### config.mk
export PLATFORM = sky130hd
export DESIGN_NAME = sadc_ctrl
export DESIGN_NICKNAME = d
export VERILOG_FILES = /design/src/rtl/sadc_ctrl.v
export VERILOG_INCLUDE_DIRS = /design/src /design/src/include
export SDC_FILE = /design/constraint.sdc
export NUM_CORES = 1
export LEC_CHECK = 0
export BUFFER_PORTS_ARGS = -buffer_cell sky130_fd_sc_hd__buf_2
export CAP_MARGIN = 10
export CORE_UTILIZATION = 57
export DETAILED_ROUTE_END_ITERATION = 12
export PLACE_DENSITY = 0.91
export SLEW_MARGIN = 20
export SYNTH_ARGS = -nofsm -noshare
export SYNTH_HDL_FRONTEND = slang
export SYNTH_SLANG_ARGS = --single-unit
### constraint.sdc
create_clock -name pclk -period 4.6 [get_ports pclk]
set_clock_uncertainty 0.05 [all_clocks]
set_input_delay 0.46 -clock pclk [delete_from_list [all_inputs] [get_ports pclk]]
set_output_delay 0.46 -clock pclk [all_outputs]
set_load 0.02 [all_outputs]
### src/include/sadc_defs.vh
// register offsets, field positions, reset values and timing counts
// assumes a 32-bit apb slave with word-aligned registers
`ifndef SADC_DEFS_VH
`define SADC_DEFS_VH

// ****************************************************************
// register byte offsets
// ****************************************************************
`define SADC_OFF_STATUS_CTRL  12'h000
`define SADC_OFF_RESULT_HIGH  12'h004
`define SADC_OFF_RESULT_LOW   12'h008
`define SADC_OFF_CLOCK_CFG    12'h00c
`define SADC_OFF_PIN_CTRL     12'h010

// ****************************************************************
// status/control fields
// ****************************************************************
`define SADC_BIT_DONE         7
`define SADC_BIT_IRQ_EN       6
`define SADC_BIT_CONT         5
`define SADC_CH_MSB           4
`define SADC_CH_LSB           0
`define SADC_CH_RESET         5'h1f
`define SADC_CH_OFF           5'h1f
`define SADC_CH_LAST_EXT      5'h09
`define SADC_CH_PORTC_FIRST   5'h08
`define SADC_CH_REF_HIGH      5'h1d
`define SADC_CH_REF_LOW       5'h1e
`define SADC_CH_FACTORY       5'h1b

// ****************************************************************
// clock config fields
// ****************************************************************
`define SADC_DIV_MSB          7
`define SADC_DIV_LSB          5
`define SADC_BIT_CLKSEL       4
`define SADC_FMT_MSB          3
`define SADC_FMT_LSB          2
`define SADC_DIV_RESET        3'h0
`define SADC_FMT_RESET        2'h1
`define SADC_FMT_TRUNC8       2'h0
`define SADC_FMT_RIGHT        2'h1
`define SADC_FMT_LEFT         2'h2
`define SADC_FMT_LEFT_SIGN    2'h3

// ****************************************************************
// timing
// ****************************************************************
`define SADC_CONV_CYCLES      5'h10
`define SADC_PRESC_W          4

`endif

### src/rtl/sadc_ctrl.v
// control logic of a 10-bit successive-approximation converter
// assumes apb master on pclk; analog core strobes are pclk-synchronous,
// pin-level inputs (xclk_tick, wait_mode) come from other domains
//
// How it works
// - irq request at end of each conversion
// - with irq enabled, done flag low while requesting
// - runs in wait; irq usable as wakeup
// - control write aborts and restarts conversion
// - done flag read-only with irq off, continuous sets once
// - control write or result read clears flag
// - flag writable when irq enabled; reset clears
// - result read or control write drops irq
// - continuous repeats, else single; reset clears
// - five-bit field picks channel or reference
// - decode port b, port c, references
// - unused codes undefined, factory code reserved
// - all-ones code powers converter off
// - first conversion after power-up invalid
// - left format: high byte holds top eight
// - right format: high byte holds top two
// - high read freezes low until low read
// - two-bit format field, reset right justified
// - conversion takes 16 to 17 converter clocks
// - prescaler divides 1,2,4,8,16
// - selected pin ignores writes, reads zero
`timescale 1ns/1ps
`default_nettype none
`include "sadc_defs.vh"

module sadc_ctrl (
   input  wire        pclk,
   input  wire        presetn,
   input  wire        psel,
   input  wire        penable,
   input  wire        pwrite,
   input  wire [11:0] paddr,
   input  wire [31:0] pwdata,
   output reg  [31:0] prdata,
   output reg         pready,
   output reg         pslverr,
   input  wire        xclk_tick,
   input  wire        wait_mode,
   input  wire [9:0]  core_result,
   input  wire        core_done,
   input  wire [9:0]  pin_in,
   output reg         core_start,
   output reg  [4:0]  core_channel,
   output reg         core_power_on,
   output reg         core_clk_en,
   output reg  [9:0]  pin_analog_sel,
   output reg  [9:0]  pin_out,
   output reg  [9:0]  pin_oe,
   output reg         irq_req,
   output reg         wake_req
);

   // ****************************************************************
   // state and registers
   // ****************************************************************
   localparam ST_IDLE = 3'b001;
   localparam ST_CONV = 3'b010;
   localparam ST_OFF  = 3'b100;

   reg  [2:0]  state_q;
   reg         done_q;
   reg         irq_en_q;
   reg         cont_q;
   reg  [4:0]  ch_q;
   reg  [2:0]  div_q;
   reg         clksel_q;
   reg  [1:0]  fmt_q;
   reg  [7:0]  high_q;
   reg  [7:0]  low_q;
   reg         frozen_q;
   reg         irq_q;
   reg         warmup_q;
   reg         first_q;
   reg  [3:0]  presc_q;
   reg  [4:0]  ccnt_q;
   reg         xs1_q;
   reg         xs2_q;
   reg         xs3_q;
   reg         ws1_q;
   reg         ws2_q;
   reg  [9:0]  ps1_q;
   reg  [9:0]  ps2_q;
   reg  [9:0]  port_out_q;
   reg  [9:0]  port_dir_q;

   // ****************************************************************
   // bus decode
   // ****************************************************************
   wire        acc     = psel & penable & pready;
   wire        wr      = acc & pwrite;
   wire        rd      = acc & ~pwrite;
   wire        wr_sc   = wr & (paddr == `SADC_OFF_STATUS_CTRL);
   wire        wr_clk  = wr & (paddr == `SADC_OFF_CLOCK_CFG);
   wire        wr_pin  = wr & (paddr == `SADC_OFF_PIN_CTRL);
   wire        rd_high = rd & (paddr == `SADC_OFF_RESULT_HIGH);
   wire        rd_low  = rd & (paddr == `SADC_OFF_RESULT_LOW);
   wire        ch_off  = (ch_q == `SADC_CH_OFF);
   wire [4:0]  wch     = pwdata[`SADC_CH_MSB:`SADC_CH_LSB];
   // 8-bit truncation has no high/low interlock
   wire        interlock = (fmt_q != `SADC_FMT_TRUNC8);
   wire        mapped  = (paddr == `SADC_OFF_STATUS_CTRL) |
                         (paddr == `SADC_OFF_RESULT_HIGH) |
                         (paddr == `SADC_OFF_RESULT_LOW)  |
                         (paddr == `SADC_OFF_CLOCK_CFG)   |
                         (paddr == `SADC_OFF_PIN_CTRL);

   // ****************************************************************
   // converter clock: prescaled bus or synced external tick
   // ****************************************************************
   wire        xrise   = xs2_q & ~xs3_q;
   wire        src_tk  = clksel_q ? 1'b1 : xrise;
   reg  [3:0]  div_mask;
   always @* begin
      if (div_q[2]) begin
         div_mask = 4'hf;
      end else if (div_q == 3'h3) begin
         div_mask = 4'h7;
      end else if (div_q == 3'h2) begin
         div_mask = 4'h3;
      end else if (div_q == 3'h1) begin
         div_mask = 4'h1;
      end else begin
         div_mask = 4'h0;
      end
   end
   wire        adc_tk  = src_tk & ((presc_q & div_mask) == div_mask);

   // ****************************************************************
   // result formatting
   // ****************************************************************
   reg  [7:0]  fh;
   reg  [7:0]  fl;
   always @* begin
      fh = 8'h00;
      fl = 8'h00;
      case (fmt_q)
         `SADC_FMT_TRUNC8: begin
            fl = core_result[9:2];
         end
         `SADC_FMT_RIGHT: begin
            fh = {6'h00, core_result[9:8]};
            fl = core_result[7:0];
         end
         `SADC_FMT_LEFT: begin
            fh = core_result[9:2];
            fl = {core_result[1:0], 6'h00};
         end
         default: begin
            fh = {~core_result[9], core_result[8:2]};
            fl = {core_result[1:0], 6'h00};
         end
      endcase
   end

   // ****************************************************************
   // synchronisers and prescaler
   // ****************************************************************
   always @(posedge pclk or negedge presetn) begin
      if (!presetn) begin
         xs1_q   <= 1'b0;
         xs2_q   <= 1'b0;
         xs3_q   <= 1'b0;
         ws1_q   <= 1'b0;
         ws2_q   <= 1'b0;
         ps1_q   <= 10'h000;
         ps2_q   <= 10'h000;
         presc_q <= 4'h0;
      end else begin
         xs1_q   <= xclk_tick;
         xs2_q   <= xs1_q;
         xs3_q   <= xs2_q;
         ws1_q   <= wait_mode;
         ws2_q   <= ws1_q;
         ps1_q   <= pin_in;
         ps2_q   <= ps1_q;
         // restart divider on a control write: full first cycle
         if (wr_sc) begin
            presc_q <= 4'h0;
         end else if (src_tk) begin
            presc_q <= presc_q + 4'h1;
         end
      end
   end

   // ****************************************************************
   // conversion sequencer and registers
   // ****************************************************************
   always @(posedge pclk or negedge presetn) begin
      if (!presetn) begin
         state_q      <= ST_OFF;
         done_q       <= 1'b0;
         irq_en_q     <= 1'b0;
         cont_q       <= 1'b0;
         ch_q         <= `SADC_CH_RESET;
         div_q        <= `SADC_DIV_RESET;
         clksel_q     <= 1'b0;
         fmt_q        <= `SADC_FMT_RESET;
         high_q       <= 8'h00;
         low_q        <= 8'h00;
         frozen_q     <= 1'b0;
         irq_q        <= 1'b0;
         warmup_q     <= 1'b0;
         first_q      <= 1'b0;
         ccnt_q       <= 5'h00;
         core_start   <= 1'b0;
         port_out_q   <= 10'h000;
         port_dir_q   <= 10'h000;
      end else begin
         core_start <= 1'b0;
         if (wr_clk) begin
            div_q    <= pwdata[`SADC_DIV_MSB:`SADC_DIV_LSB];
            clksel_q <= pwdata[`SADC_BIT_CLKSEL];
            fmt_q    <= pwdata[`SADC_FMT_MSB:`SADC_FMT_LSB];
         end
         if (wr_pin) begin
            port_out_q <= pwdata[9:0];
            port_dir_q <= pwdata[25:16];
         end
         if (rd_high && interlock) begin
            frozen_q <= 1'b1;
         end
         if (rd_low) begin
            frozen_q <= 1'b0;
         end
         if (rd_high || rd_low) begin
            done_q <= 1'b0;
            irq_q  <= 1'b0;
         end
         if (wr_sc) begin
            irq_en_q <= pwdata[`SADC_BIT_IRQ_EN];
            cont_q   <= pwdata[`SADC_BIT_CONT];
            ch_q     <= wch;
            irq_q    <= 1'b0;
            first_q  <= 1'b1;
            ccnt_q   <= 5'h00;
            // writable flag only with irq enabled
            done_q   <= pwdata[`SADC_BIT_IRQ_EN] &
                        pwdata[`SADC_BIT_DONE];
            if (wch == `SADC_CH_OFF) begin
               state_q <= ST_OFF;
            end else begin
               if (ch_off) begin
                  warmup_q <= 1'b1;
               end
               state_q    <= ST_CONV;
               core_start <= 1'b1;
            end
         end else begin
            case (state_q)
               ST_CONV: begin
                  if (adc_tk && ccnt_q != `SADC_CONV_CYCLES) begin
                     ccnt_q <= ccnt_q + 5'h01;
                  end
                  if (core_done && ccnt_q == `SADC_CONV_CYCLES) begin
                     ccnt_q   <= 5'h00;
                     warmup_q <= 1'b0;
                     // warm-up pass must not use up the first-done slot
                     if (!warmup_q) begin
                        first_q <= 1'b0;
                        if (!frozen_q || !interlock) begin
                           high_q <= fh;
                           low_q  <= fl;
                        end
                        if (irq_en_q) begin
                           irq_q  <= 1'b1;
                           done_q <= 1'b0;
                        end else if (!cont_q || first_q) begin
                           done_q <= 1'b1;
                        end
                     end
                     if (cont_q || warmup_q) begin
                        core_start <= 1'b1;
                     end else begin
                        state_q <= ST_IDLE;
                     end
                  end
               end
               default: begin
               end
            endcase
         end
      end
   end

   // ****************************************************************
   // read mux and outputs
   // ****************************************************************
   integer i;
   always @(posedge pclk or negedge presetn) begin
      if (!presetn) begin
         prdata         <= 32'h00000000;
         pready         <= 1'b0;
         pslverr        <= 1'b0;
         core_channel   <= `SADC_CH_RESET;
         core_power_on  <= 1'b0;
         core_clk_en    <= 1'b0;
         pin_analog_sel <= 10'h000;
         pin_out        <= 10'h000;
         pin_oe         <= 10'h000;
         irq_req        <= 1'b0;
         wake_req       <= 1'b0;
      end else begin
         // one wait state: answer in the second access cycle
         pready  <= psel & penable & ~pready;
         pslverr <= psel & penable & ~pready & ~mapped;
         prdata  <= 32'h00000000;
         if (psel && penable && !pready && !pwrite) begin
            if (paddr == `SADC_OFF_STATUS_CTRL) begin
               prdata[7:0] <= {done_q, irq_en_q, cont_q, ch_q};
            end else if (paddr == `SADC_OFF_RESULT_HIGH) begin
               prdata[7:0] <= high_q;
            end else if (paddr == `SADC_OFF_RESULT_LOW) begin
               prdata[7:0] <= low_q;
            end else if (paddr == `SADC_OFF_CLOCK_CFG) begin
               prdata[7:0] <= {div_q, clksel_q, fmt_q, 2'h0};
            end else if (paddr == `SADC_OFF_PIN_CTRL) begin
               for (i = 0; i < 10; i = i + 1) begin
                  prdata[i] <= ps2_q[i] & ~pin_analog_sel[i];
               end
               prdata[25:16] <= port_dir_q;
            end
         end
         // factory and unused codes pass through; result undefined
         // new code and power go out with the start pulse, else the
         // core would see a start while still powered down
         core_channel  <= wr_sc ? wch : ch_q;
         core_power_on <= wr_sc ? (wch != `SADC_CH_OFF) : ~ch_off;
         core_clk_en   <= adc_tk & (state_q == ST_CONV);
         for (i = 0; i < 10; i = i + 1) begin
            pin_analog_sel[i] <= ~ch_off &&
                                 (ch_q <= `SADC_CH_LAST_EXT) &&
                                 (ch_q == i[4:0]);
         end
         pin_out  <= port_out_q & ~pin_analog_sel;
         pin_oe   <= port_dir_q & ~pin_analog_sel;
         irq_req  <= irq_q & irq_en_q;
         wake_req <= irq_q & irq_en_q & ws2_q;
      end
   end

endmodule
`default_nettype wire

---- Yosys cells after proc, flatten, opt, wreduce, memory -nomap -nowiden ----
Cells that the tools add are included.
storage, ports and cells
  input port bits ......................... 72
  bits in registers ....................... 148
  output and inout bits ................... 74
cells by class
  eq/ne operators ......................... 29
  reduce and logical (&&, ||, !) cells .... 40
  bitwise operators ....................... 53
  mux-type cells .......................... 64
  $lt $le $gt $ge ......................... 1
  $add $sub $neg .......................... 2
operators with widths
  cell                 count
  $mux 10              8
  $mux 1               32
  $mux 8               4
  $and 1x1->1          27
  $eq 12x4->1 const B  2
  $pmux 8 s3           1
  $and 10x10->10       2
  $eq 5x3->1 const B   4
  $mux 5               4
  $not 1->1            18
  $logic_and 1x1->1    17
  $mux 4               4
  $pmux 8 s2           1
  $eq 5x5->1 const B   3
  $mux 3               5
  $eq 12x3->1 const B  1
  $eq 12x5->1 const B  1
  $logic_not 12->1     1
  $eq 5x2->1 const B   2
  $eq 5x4->1 const B   2
  $mux 2               5
  $ne 5x5->1 const B   2
  $not 10->10          1
  $reduce_bool 2->1    5
  22 further kinds     37

---- Longest topological paths before layout ----
  depth after elaboration ................. 13
  gate-level depth with buffers ........... 9

---- Worst setup path before layout ----
Ideal clock, no wire load.
  path kind ............................... input to register
  start point ............................. in paddr[9]
  end point ............................... reg port_dir_q[0]
  buffers on the path ..................... 2
  arrival time ............................ 2.185 ns
  slack ................................... 2.240 ns
  setup time .............................. 0.125 ns
  data required time ...................... 4.425 ns
  stages on the path ...................... 6
  cells stage by stage .................... or4_4 -> or2_2 -> clkbuf_1 -> nor3_1 -> buf_4 -> mux2_2
on the way
  word-level cells in the longest chain between the ends .. 2
ends and longest elaborated chain
  what                          line             RTL
  start: declaration            sadc_ctrl.v:37   input wire [11:0] paddr,
  $eq 12x5->1 (no source line)  n/a
  $and 1x1->1                   sadc_ctrl.v:99   wire wr_pin = wr & (paddr == `SADC_OFF_PIN_CTRL);
  end signal: assignment        sadc_ctrl.v:222  port_dir_q <= pwdata[25:16];
  end: declaration              sadc_ctrl.v:89   reg [9:0] port_dir_q;
No other way between the ends.
A chain may end at the register's enable or synchronous reset.

---- Worst setup path in the final report ----
  start point ............................. reg pready
  end point ............................... reg cont_q
on the way
  word-level cells in the longest chain between the ends .. 3
ends and longest elaborated chain
  what                      line             RTL
  start: declaration        sadc_ctrl.v:40   output reg pready,
  start signal: assignment  sadc_ctrl.v:309  pready <= psel & penable & ~pready;
  $and 1x1->1               sadc_ctrl.v:94   wire acc = psel & penable & pready;
  $and 1x1->1               sadc_ctrl.v:95   wire wr = acc & pwrite;
  $and 1x1->1               sadc_ctrl.v:97   wire wr_sc = wr & (paddr == `SADC_OFF_STATUS_CTRL);
  end signal: assignment    sadc_ctrl.v:236  cont_q <= pwdata[`SADC_BIT_CONT];
  end: declaration          sadc_ctrl.v:68   reg cont_q;
No other way between the ends.

==> impl_metrics.ini <==
[floorplanning]
pin_count = 146
start_util_pct = 58.7
die_h_um = 105
die_area_mm2 = 0.0110
die_w_um = 105
design.core.area_mm2 = 0.0103
row_count = 37

[clock_network]
cts_max_level = 4
post-cts-setup-buffers = 0
clock_sinks = 148
cts_root_buffer = clkbuf_8
clkTransAtPathRegs_ns = 0.07
cts_tree = built
cts_buffers = 17
clockBufferDepth = 2
insertion_delay_ns = 0.55

[sta]
period_share_pct = 55.5
drv_slew = 0
setup_viol_count_final = 0
fin_setup_tns_ns = 0
hold_viol = 19
max_clock_freq_ghz = 0.392
setup_slack_ns = 2.05
worst_pin_slew_ns = 0.984
slew_headroom_pct = 33.9
min_period_ns = 2.55
rsz0062_at_grt = no
hold_ws_ns = -0.0217

[power]
ir_worst_vdd_mv = 0.345
switchingPower_mw = 0.715
p_int_mw = 2.24
p_clk_share_pct = 49.3
power_frac_seq_pct = 45.6
swShare_pct = 24.2
power_density_mw_per_mm2 = 397
power_frac_comb_pct = 5.1
power.leakage_nw = 3.79

[detailed_routing]
vias_per_cell = 5.73
wirelength_um = 14500
initialDrtViolationCount = 402
vias = 4532
drc = 0
antenna_left = 0
dr.pass1.iters = 5
wl_per_cell_um = 18.3

[layout]
syn_to_final_growth_pct = 23.3
n_antenna_cell = 0
drive_gt1_share_pct = 32.1
n_fill_cell = 691
finalNonFillerCells = 791
final_nets = 717

[synth]
synthMuxAreaShare_pct = 7.45
syn_area_mm2 = 0.00603
synth.top_cell.area_share_pct = 58.5
synth_top_family_by_area = simple AND/OR/NAND/NOR gates
synth_top_area_cell = dfrtp_1
synthDistinctLibCells = 57
synth_fa_ha_area_share_pct = 0.623
synth_edf_count = 0
postSynthAreaPerCell_um2 = 11.8
ys_ff_latch = 148
synth-compound-area-share_pct = 9.40
synthArstFlopShare_pct = 100
yosysWarningCount = 0
synth_simple_gate_area_share_pct = 16.1
yosysSeqAreaShare_pct = 61.6
syn_inst = 510
synth-main-ff-cell = dfrtp_1
synthXorXnorAreaFrac_pct = 0.726
synthTopCellsByArea = dfrtp_1 59%, mux2_2 5.8%, dfstp_2 3.1%

[worst_hold_path]
hp-class = in -> async

[worst_setup_path]
cpMaxStageDelayCell = nor2_2
crit_path_start_kind = register
cp.arrival_ns = 2.93
crit_required_ns = 4.98
worstPathMaxFanout = 18
critPathMaxStageDelay_ns = 0.66
critPathCaptureType = register
setup.worst_path.class = reg -> reg
crit_buf_inv = 0
crit_chain = nand4_1, or4_4, nor2_2, mux2_2
cp_top_family = simple AND/OR/NAND/NOR gates

[placed_design]
place_congestion = 0.885
pre_cts_ws_ns = 1.61
io_buffers = 121
hpwl_um = 9660
post-place-cells = 746

[run]
max_cap_viol_count = 0

[grt]
gr-total-overflow = 0
grt_max_degree = 106
grt_usage_pct = 28.1
grt_pass1_wl_um = 23100
grt_pass1_vias = 4608
antenna_found_initial = 0

[outcome]
violations = hold timing
status = complete, but fails checks
power by group through the flow:
stage | logic [mW] | clock network, mW | registers [mW]
2_1_floorplan | 0.0703 | 0 | 1.36
3_3_place_gp | 0.131 | 0 | 1.37
3_5_place_dp | 0.139 | 0 | 1.37
4_1_cts | 0.149 | 1.47 | 1.34
5_1_grt | 0.165 | 1.53 | 1.35
6_report | 0.150 | 1.45 | 1.35
per-layer routing:
| layer | routed length (um) | GRT usage [%] | share of wire (%) | vias up |
|---|---|---|---|---|
| met5 | 0 | 0 | 0 | - |
| met2 | 7370 | 47.6 | 51 | 246 |
| met4 | 494 | 13.4 | 3.4 | 0 |
| met3 | 979 | 7.36 | 6.8 | 56 |
| li1 | - | - | - | 2016 |
| met1 | 5610 | 33.5 | 39 | 2214 |
cell usage in the layout (no fill, tap or decap), types with 16 or more instances in the layout:
| cell | count |
|---|---|
| a21oi_1 | 24 |
| buf_2 | 120 |
| clkbuf_16 | 16 |
| dfrtp_1 | 141 |
| mux2_2 | 31 |
| nand2_1 | 38 |
| nor2_1 | 32 |
| nor2b_1 | 23 |
| nor3_1 | 17 |
| o21ai_0 | 21 |
through the flow:
stage | total power, mW | area [um^2] | utilization [%] | hold slack [ns]
final | 2.95 | 7430 | 72.3 | -0.0217
after global routing | 3.04 | 7430 | 72.3 | 0.0470
after CTS | 2.96 | 7420 | 72.2 | 0.0153
after detailed placement | 1.51 | 6680 | 65.0 | 0.285
after global placement | 1.50 | 6680 | 65.0 | 0.284
after floorplan | 1.43 | 6070 | - | 0.114
cell usage after synthesis (all sizes together), types with 7 or more instances:
cell type / count
nand4: 7
clkbuf: 13
inv: 12
nor2: 34
mux2: 31
nor3: 20
and2: 12
dfrtp: 141
mux2i: 10
buf: 21
dfstp: 7
or3: 7
a21oi: 24
o21ai: 22
nand3: 9
nor2b: 23
nand2: 38
final cells by class:
| type | count | area, um^2 | area share (%) |
|---|---|---|---|
| Sequential cell | 148 | 3710 | 49.9 |
| Multi-Input combinational cell | 327 | 2130 | 28.6 |
| Timing Repair Buffer | 136 | 758 | 10.2 |
| Clock buffer | 17 | 414 | 5.57 |
| Clock inverter | 15 | 209 | 2.81 |
| Tap cell | 136 | 170 | 2.29 |
| Inverter | 12 | 45.0 | 0.606 |
state kept, by name (all words and copies together), names as in the netlist, 2 cells and up:
register / flops
high_q: 8
pin_out: 10
low_q: 8
ps2_q: 10
ps1_q: 10
pin_oe: 10
prdata: 20
ccnt_q: 5
pin_analog_sel: 10
fmt_q: 2
port_dir_q: 10
presc_q: 4
port_out_q: 10
state_q: 3
core_channel: 5
div_q: 3
kinds of logic (layout without fill, tap and decap cells):
group / count (synthesis) / in the layout
flops: 148 / 148
mux: 41 / 41
fa+ha+maj: 3 / 3
simple gates: 181 / 181
xor+xnor: 5 / 5
buf+inv: 46 / 180
compound gates: 85 / 85
other cells: 1 / 12
path summary, 6_finish.rpt:
check,slack [ns],cells after the start,end,start
max reg2reg,2.05,4,cont_q,pready
max in group asynchronous,3.39,2,core_channel[4],presetn
min,-0.02,1,prdata[19],presetn
min in group pclk,0.10,2,port_out_q[8],pwdata[8]
max,2.05,4,cont_q,pready
min reg2reg,0.30,0,ps2_q[7],ps1_q[7]
repair_timing:
item	CTS	global route
hold buffers	12	0
gates resized for setup	0	0
hold endpoints to repair	12	0
Power figures use the tool's default switching activity.
